--- config.mk ---
export PLATFORM = sky130hd
export DESIGN_NAME = sild_host_flat
export DESIGN_NICKNAME = d
export VERILOG_FILES = /design/src/verilog/sild_pkg.sv /design/src/verilog/sild_link_if.sv /design/src/verilog/sild_host.sv /design/src/flat_wrapper.sv
export SDC_FILE = /design/constraint.sdc
export NUM_CORES = 1
export LEC_CHECK = 0
export BUFFER_PORTS_ARGS = -buffer_cell sky130_fd_sc_hd__buf_2
export CORE_ASPECT_RATIO = 0.6
export CORE_MARGIN = 3
export CORE_UTILIZATION = 60
export DETAILED_ROUTE_END_ITERATION = 8
export GPL_TIMING_DRIVEN = 0
export PLACE_DENSITY = 0.82
export SLEW_MARGIN = 10
export SYNTH_ARGS = -nofsm -noshare
export SYNTH_HDL_FRONTEND = slang
export SYNTH_SLANG_ARGS = --single-unit
--- constraint.sdc ---
create_clock -name clk_sys -period 3.75 [get_ports clk_sys]
set_input_delay 0.1875 -clock clk_sys [delete_from_list [all_inputs] [get_ports clk_sys]]
set_output_delay 0.1875 -clock clk_sys [all_outputs]
set_load 0.02 [all_outputs]
--- src/verilog/sild_pkg.sv ---
// Constants shared by the serial-in latched driver and its host end.
// Assumes both ends run on clk_sys at 200 MHz and meet in sild_link_if.
// Notes on behaviour
// [RQ1] Shift clock rise captures serial data input
// [RQ2] Each rise advances stages toward serial output
// [RQ3] Host holds shift clock high 100 ns
// [RQ4] Host waits 300 ns before raising load
// [RQ5] Host holds load high 100 ns
// [RQ6] Latches transparent while load is high
// [RQ7] Load tied high needs blanking during shifting
// [RQ8] Blanking high drives every output low
// [RQ9] Blanking never alters latch contents
// [RQ10] Blanking low: outputs follow their latches
// [RQ11] Ten stages, ten latches, ten outputs
// [RQ12] Last stage drives serial output for cascading
// [RQ13] Load low: latches hold their values
package sild_pkg;
   // Stage count and system clock
   localparam int WIDTH        = 10;
   localparam int SYS_PERIOD_PS = 5000;
   // Host-side minimum times, in ns as given
   localparam int CLK_HIGH_NS  = 100;
   localparam int CLK_TO_LD_NS = 300;
   localparam int LD_HIGH_NS   = 100;
   // Minimum times round up to whole cycles
   localparam int CLK_HIGH_CYC  = (CLK_HIGH_NS * 1000 + SYS_PERIOD_PS - 1) / SYS_PERIOD_PS;
   localparam int CLK_TO_LD_CYC = (CLK_TO_LD_NS * 1000 + SYS_PERIOD_PS - 1) / SYS_PERIOD_PS;
   localparam int LD_HIGH_CYC   = (LD_HIGH_NS * 1000 + SYS_PERIOD_PS - 1) / SYS_PERIOD_PS;
   // Counter width covering the longest count
   localparam int CNT_W = 7;
   localparam logic [WIDTH-1:0] ZERO_WORD = 10'h000;
endpackage : sild_pkg

--- src/verilog/sild_link_if.sv ---
// Pins between host controller and the latched driver.
// Assumes both ends share clk_sys only for their own logic; the pins are async.
`timescale 1ns/10ps
`default_nettype none
interface sild_link_if;
   logic shift_clk;  // Shift clock from host
   logic ser_in;     // Serial data into driver
   logic load;       // Latch load, high transparent
   logic blank;      // Blanking, high forces outputs low
   logic ser_out;    // Cascade output of last stage
   modport host (output shift_clk, ser_in, load, blank, input ser_out);
   modport dev  (input shift_clk, ser_in, load, blank, output ser_out);
endinterface : sild_link_if
`default_nettype wire

--- src/verilog/sild_host.sv ---
// Host end: shifts a word out and pulses the load line.
// Assumes a user strobes send_req for one cycle with data in send_word.
`timescale 1ns/10ps
`default_nettype none
module sild_host (
   // Clock and reset
   input  wire logic                      clk_sys,
   input  wire logic                      nrst,
   // User side
   input  wire logic                      send_req,
   input  wire logic [sild_pkg::WIDTH-1:0] send_word,
   input  wire logic                      blank_req,
   output logic                           busy,
   // Link
   sild_link_if.host                      link
);
   typedef enum logic [2:0] {S_IDLE, S_LOW, S_HIGH, S_GAP, S_LOAD} sild_st_type;

   sild_st_type                   st_r;
   logic [sild_pkg::WIDTH-1:0]    word_r;
   logic [3:0]                    bits_r;
   logic [sild_pkg::CNT_W-1:0]    cnt_r;
   logic                          sclk_r;
   logic                          sdat_r;
   logic                          load_r;
   logic                          blank_r;

   // Sequencer: MSB first so bit 9 lands in the last stage
   always_ff @(posedge clk_sys or negedge nrst) begin
      if (!nrst) begin
         st_r   <= S_IDLE;
         word_r <= sild_pkg::ZERO_WORD;
         bits_r <= 4'h0;
         cnt_r  <= '0;
         sclk_r <= 1'b0;
         sdat_r <= 1'b0;
         load_r <= 1'b0;
      end else begin
         case (st_r)
            S_IDLE: begin
               if (send_req) begin
                  word_r <= send_word;
                  bits_r <= 4'h0;
                  cnt_r  <= '0;
                  st_r   <= S_LOW;
               end
            end
            S_LOW: begin
               // Low phase lasts one clock-high width; data holds through low and high phases
               sdat_r <= word_r[sild_pkg::WIDTH-1];
               cnt_r  <= cnt_r + 1'b1;
               if (cnt_r == sild_pkg::CNT_W'(sild_pkg::CLK_HIGH_CYC - 1)) begin
                  cnt_r  <= '0;
                  sclk_r <= 1'b1;
                  st_r   <= S_HIGH;
               end
            end
            S_HIGH: begin
               cnt_r <= cnt_r + 1'b1;
               if (cnt_r == sild_pkg::CNT_W'(sild_pkg::CLK_HIGH_CYC - 1)) begin // RQ3
                  cnt_r  <= '0;
                  sclk_r <= 1'b0;
                  word_r <= {word_r[sild_pkg::WIDTH-2:0], 1'b0};
                  bits_r <= bits_r + 4'h1;
                  st_r   <= (bits_r == 4'(sild_pkg::WIDTH - 1)) ? S_GAP : S_LOW;
               end
            end
            S_GAP: begin
               cnt_r <= cnt_r + 1'b1;
               if (cnt_r == sild_pkg::CNT_W'(sild_pkg::CLK_TO_LD_CYC - 1)) begin // RQ4
                  cnt_r  <= '0;
                  load_r <= 1'b1;
                  st_r   <= S_LOAD;
               end
            end
            S_LOAD: begin
               cnt_r <= cnt_r + 1'b1;
               if (cnt_r == sild_pkg::CNT_W'(sild_pkg::LD_HIGH_CYC - 1)) begin // RQ5
                  cnt_r  <= '0;
                  load_r <= 1'b0;
                  st_r   <= S_IDLE;
               end
            end
            default: st_r <= S_IDLE;
         endcase
      end
   end

   // Blanking is a plain level; load is never tied high, so shifting stays hidden
   always_ff @(posedge clk_sys or negedge nrst) begin
      if (!nrst) blank_r <= 1'b1;
      else       blank_r <= blank_req; // RQ7
   end

   assign busy           = (st_r != S_IDLE);
   assign link.shift_clk = sclk_r;
   assign link.ser_in    = sdat_r;
   assign link.load      = load_r;
   assign link.blank     = blank_r;
endmodule : sild_host
`default_nettype wire

--- src/flat_wrapper.sv ---
// flat-port wrapper written by rule: the top's interface ports become plain ports
module sild_host_flat 
  (clk_sys, nrst, send_req, send_word, blank_req, busy, link_shift_clk, link_ser_in, link_load, link_blank, link_ser_out);
  sild_link_if link_i ();
  input  wire logic clk_sys;
  input  wire logic nrst;
  input  wire logic send_req;
  input  wire logic [sild_pkg::WIDTH-1:0] send_word;
  input  wire logic blank_req;
  output logic busy;
  output wire logic [$bits(link_i.shift_clk)-1:0] link_shift_clk;
  output wire logic [$bits(link_i.ser_in)-1:0] link_ser_in;
  output wire logic [$bits(link_i.load)-1:0] link_load;
  output wire logic [$bits(link_i.blank)-1:0] link_blank;
  input wire logic [$bits(link_i.ser_out)-1:0] link_ser_out;
  assign link_shift_clk = link_i.shift_clk;
  assign link_ser_in = link_i.ser_in;
  assign link_load = link_i.load;
  assign link_blank = link_i.blank;
  assign link_i.ser_out = link_ser_out;
  sild_host u_core (.clk_sys(clk_sys), .nrst(nrst), .send_req(send_req), .send_word(send_word), .blank_req(blank_req), .busy(busy), .link(link_i));
endmodule
==> metrics.md <==
| Metric | Value |
|---|---|
| Outcome | complete, no violations |
| Pwr Density | between 600 and 700 nW/µm² |
| Cell chosen for the clock root | clkbuf_8 |
| Worst EP arrival | between 2 and 2.5 ns |
| Maximum vdd drop | about 0.00036 V |
| Antenna violations before repair | 0 |
| FF/Latch Area | roughly 700 µm² |
| Seq pwr share | ~47% |
| Max Clk Rate | around 470 MHz |
| Cell Area, Placed | between 1500 and 2000 µm² |
| Crit Path Category | flip-flop to flip-flop |
| Post-route minimum period | about 2.1 ns |
| Initial Utilization | ~67% |
| Psw | approximately 430 µW |
| Final core utilization | between 70% and 80% |
| WL final | a little over 3000 µm |
| Hold Crit Start | blank_req |
| Largest net degree at the start of global routing | 29 |
| First-pass GRT wire length | 5500 µm |
| Register-to-register setup slack | approximately 1.6 ns |
| Logic pwr share | 38.2% |
| Residual DRC | 0 |
| Final GP Congestion | 0.818 |
| Asr flop ratio synth | 100% |
| RR Startpoint | u_core.cnt_r[0] |
| DRT Pass-1 Iters | 4 |
| WL/cell | 15.4 µm |
| FP Rows | 13 |
| Cells after synthesis | roughly 150 |
| Setup ws final | between 1.5 and 2 ns |
| Adder-cell share of the synthesized area | around 2.5% |
| Sequential area share after synthesis | between 40% and 50% |
| Setup crit end kind | flip-flop |
| Max cap viols | 0 |
| Clock buffer count from CTS | 3 |
| Post-route ant nets | 0 |
| Max FO, Critical Path | 10 |
| Die area | 3200 µm² |
| Initial DRC Count | slightly above 70 |
| Sw frac | between 30% and 40% |
| Post_cts resized | 0 |
| H-tree depth | 1 |
| Data required, critical path | 3.88 ns |
| Simple-Gate Fraction of Synth Area | roughly 22% |
| Vias | 1221 |
| Worst hold-check path type | input pin to flip-flop |
| Cell family with the largest share of critical-path delay | simple AND/OR/NAND/NOR gates |
| Post-synthesis compound-gate area fraction | a little over an eighth |
| RSZ-0062 raised after global routing | no |
| Max Clock Skew | approximately 0.0073 ns |
| WP buf/inv | 1 |
| Postcts setup bufs | 0 |
| Vias/cell | between 6 and 7 |
| I/O pins | 20 |
| # fillers | approximately 160 |
| Relative slew slack | between 50% and 60% |
| Vert. Die Dim | between 40 and 50 µm |
| Worst-Skew Late Latency | between 0.2 and 0.3 ns |
| Ys flop type | dfrtp_1 |
| Area Overhead vs Synth | 12.0% |
| Layout cells sized above 1 | between 20% and 30% |
| Mapped cell area | around 1500 µm² |
| Slew Viols, Final | 0 |
| Multi-input logic area | about 750 µm² |
| Clock power frac | between 10 and 15% |
| Hold endpoint | u_core.link.blank |
| Final Non-Filler Cells | just under 200 |
| Post-synthesis mux area share | approximately 7.4% |
| Final hold vios | 0 |
| Final number of setup-violating endpoints | 0 |
| RR Endpoint | u_core.cnt_r[4] |
| Worst path max stage delay | around 0.50 ns |
| Worst setup SP type | flip-flop |
| Placed insts | between 150 and 200 |
| Final critical-path share of the clock period | 57.2% |
| Setup slack at placement | around 1.7 ns |
| Internal power | between 600 and 700 µW |
| Crit-path cells | ha_1 -> nor3b_4 -> buf_4 -> nand3_2 -> a311oi_2 -> nor3_1 |
| Final HPWL DP | 2270 µm |
| Crit path max-delay cell type | a311oi_2 |
| Synth warn | 0 |
| LEAKAGE | 0.000750 µW |
| Synth Area in XOR/XNOR | ~4% |
| Vias in the first global route | roughly 1200 |
| Total track usage | roughly 22% |
| Gr ovfl total | 0 |
| Antenna Cells | 0 |
| Flops & latches, synth | 28 |
| Port Buffers | 18 |
| Post-synthesis cell type count | between 40 and 50 |
| Number of synthesized flops with an enable pin | 0 |
| Post-Synthesis Net Count | 164 |
| CTS clk-pin slew, worst paths | roughly 0.090 ns |
| CTS tree | yes |
| Final TNS setup | 0 ns |
| CTS max path bufs | 2 |
| Fin nets | approximately 190 |
| Post-synthesis area per instance | 10.4 µm² |
| Hold Path Stages | 1 |
| R2R cell count | 6 |
| Worst-Margin Slew | approximately 0.60 ns |
| CP Depth | 6 |
| Die width | about 71 µm |
| Sink Count | 28 |
| Largest family of logic cells by synthesized area | simple AND/OR/NAND/NOR gates |
| Final instance area | around 1700 µm² |
| Hold bufs inserted after CTS | 1 |
| Core Region | approximately 2300 µm² |
[state kept, by name, indices dropped and copies added, names as in the netlist]
| name | count |
|---|---|
| u_core.bits_r | 4 |
| u_core.link.ser_in | 1 |
| u_core.cnt_r | 7 |
| u_core.link.shift_clk | 1 |
| u_core.st_r | 3 |
| u_core.link.load | 1 |
| u_core.word_r | 10 |
| u_core.link.blank | 1 |
[per-layer routing]
metal,up-vias,wire length [µm],GRT usage [%]
met1,595,1480,33.1
met4,0,31,5.62
li1,574,-,-
met5,-,0,0
met3,4,234,6.44
met2,48,1330,33.0
[metrics by stage]
stage               power, µW  hold WS [ns]
finish                   1120        0.0134
global route             1220      0.000595
CTS                      1120       0.00855
detailed placement        957         0.244
global placement          926         0.223
floorplan                 842        -0.108
[worst register-to-register path, stage by stage, from the launching register on]
cell and delay, ns:
dfrtp_1 0.38, ha_1 0.24, nor3b_4 0.35, buf_4 0.25, nand3_2 0.14, a311oi_2 0.50
nor3_1 0.15
[cells by family after synthesis]
logic type,count (synthesis)
muxes,11
DFF,28
and+or+nand+nor,56
xor gates and xnor gates,7
AOI/OAI and AO/OA,30
adders and majority gates,3
buffers and inverters,11
[Yosys cell counts (2+ instances only)]
cell       n  area [µm²]
nand3_1    4        20.0
mux2_2     2        22.5
buf_2      2        10.0
nand2_1   17        63.8
o21ai_0   15        75.1
mux2i_1    9        90.1
nand4b_1   2        17.5
dfrtp_1   27         676
nor3_1     3        15.0
buf_6      2        22.5
inv_1      3        11.3
nand4_1    4        25.0
and3_1     2        12.5
nor3b_4    2        37.5
nor2_1    10        37.5
xor2_1     7        61.3
a21oi_1    4        20.0
buf_4      4        30.0
ha_1       3        37.5
[power by group through the flow]
stage,clock [µW],sequential [µW],combinational [µW]
6_report,163,531,428
5_1_grt,182,552,482
4_1_cts,168,528,426
3_5_place_dp,0,535,422
3_3_place_gp,0,525,401
2_1_floorplan,0,525,317
[cells in the final DEF (no fill, tap or decap), types with 2 or more instances in the layout]
cell type   n
buf_2      20
nor3_1      3
clkbuf_8    3
a21oi_1     4
o21ai_0    15
nand4_1     4
buf_4       4
nand3_1     4
nor2_1     10
nor3b_4     2
nand2_1    17
dfrtp_1    27
ha_1        3
nand4b_1    2
and3_1      2
mux2i_1     9
mux2_2      2
inv_1       3
xor2_1      7
buf_6       2
[final cells by class]
type                       count  share of cell area (%)
buffer                         8                    3.66
clock buffer                   4                    2.64
inverter                       3                   0.659
multi-input combinational    107                    43.9
sequential                    28                    41.1
tap                           30                    2.20
timing repair buffer          19                    5.86
[worst max path at each step]
stage,to,startpoint,slack [ns]
after floorplan,u_core.cnt_r[0],u_core.cnt_r[0],2.03
after CTS,u_core.cnt_r[4],u_core.cnt_r[0],1.65
after global routing,u_core.cnt_r[4],u_core.cnt_r[0],1.48
final,u_core.cnt_r[4],u_core.cnt_r[0],1.60
after detailed placement,u_core.cnt_r[4],u_core.cnt_r[0],1.67
after global placement,u_core.cnt_r[4],u_core.cnt_r[0],1.77
(Power assumes the default switching activity.)
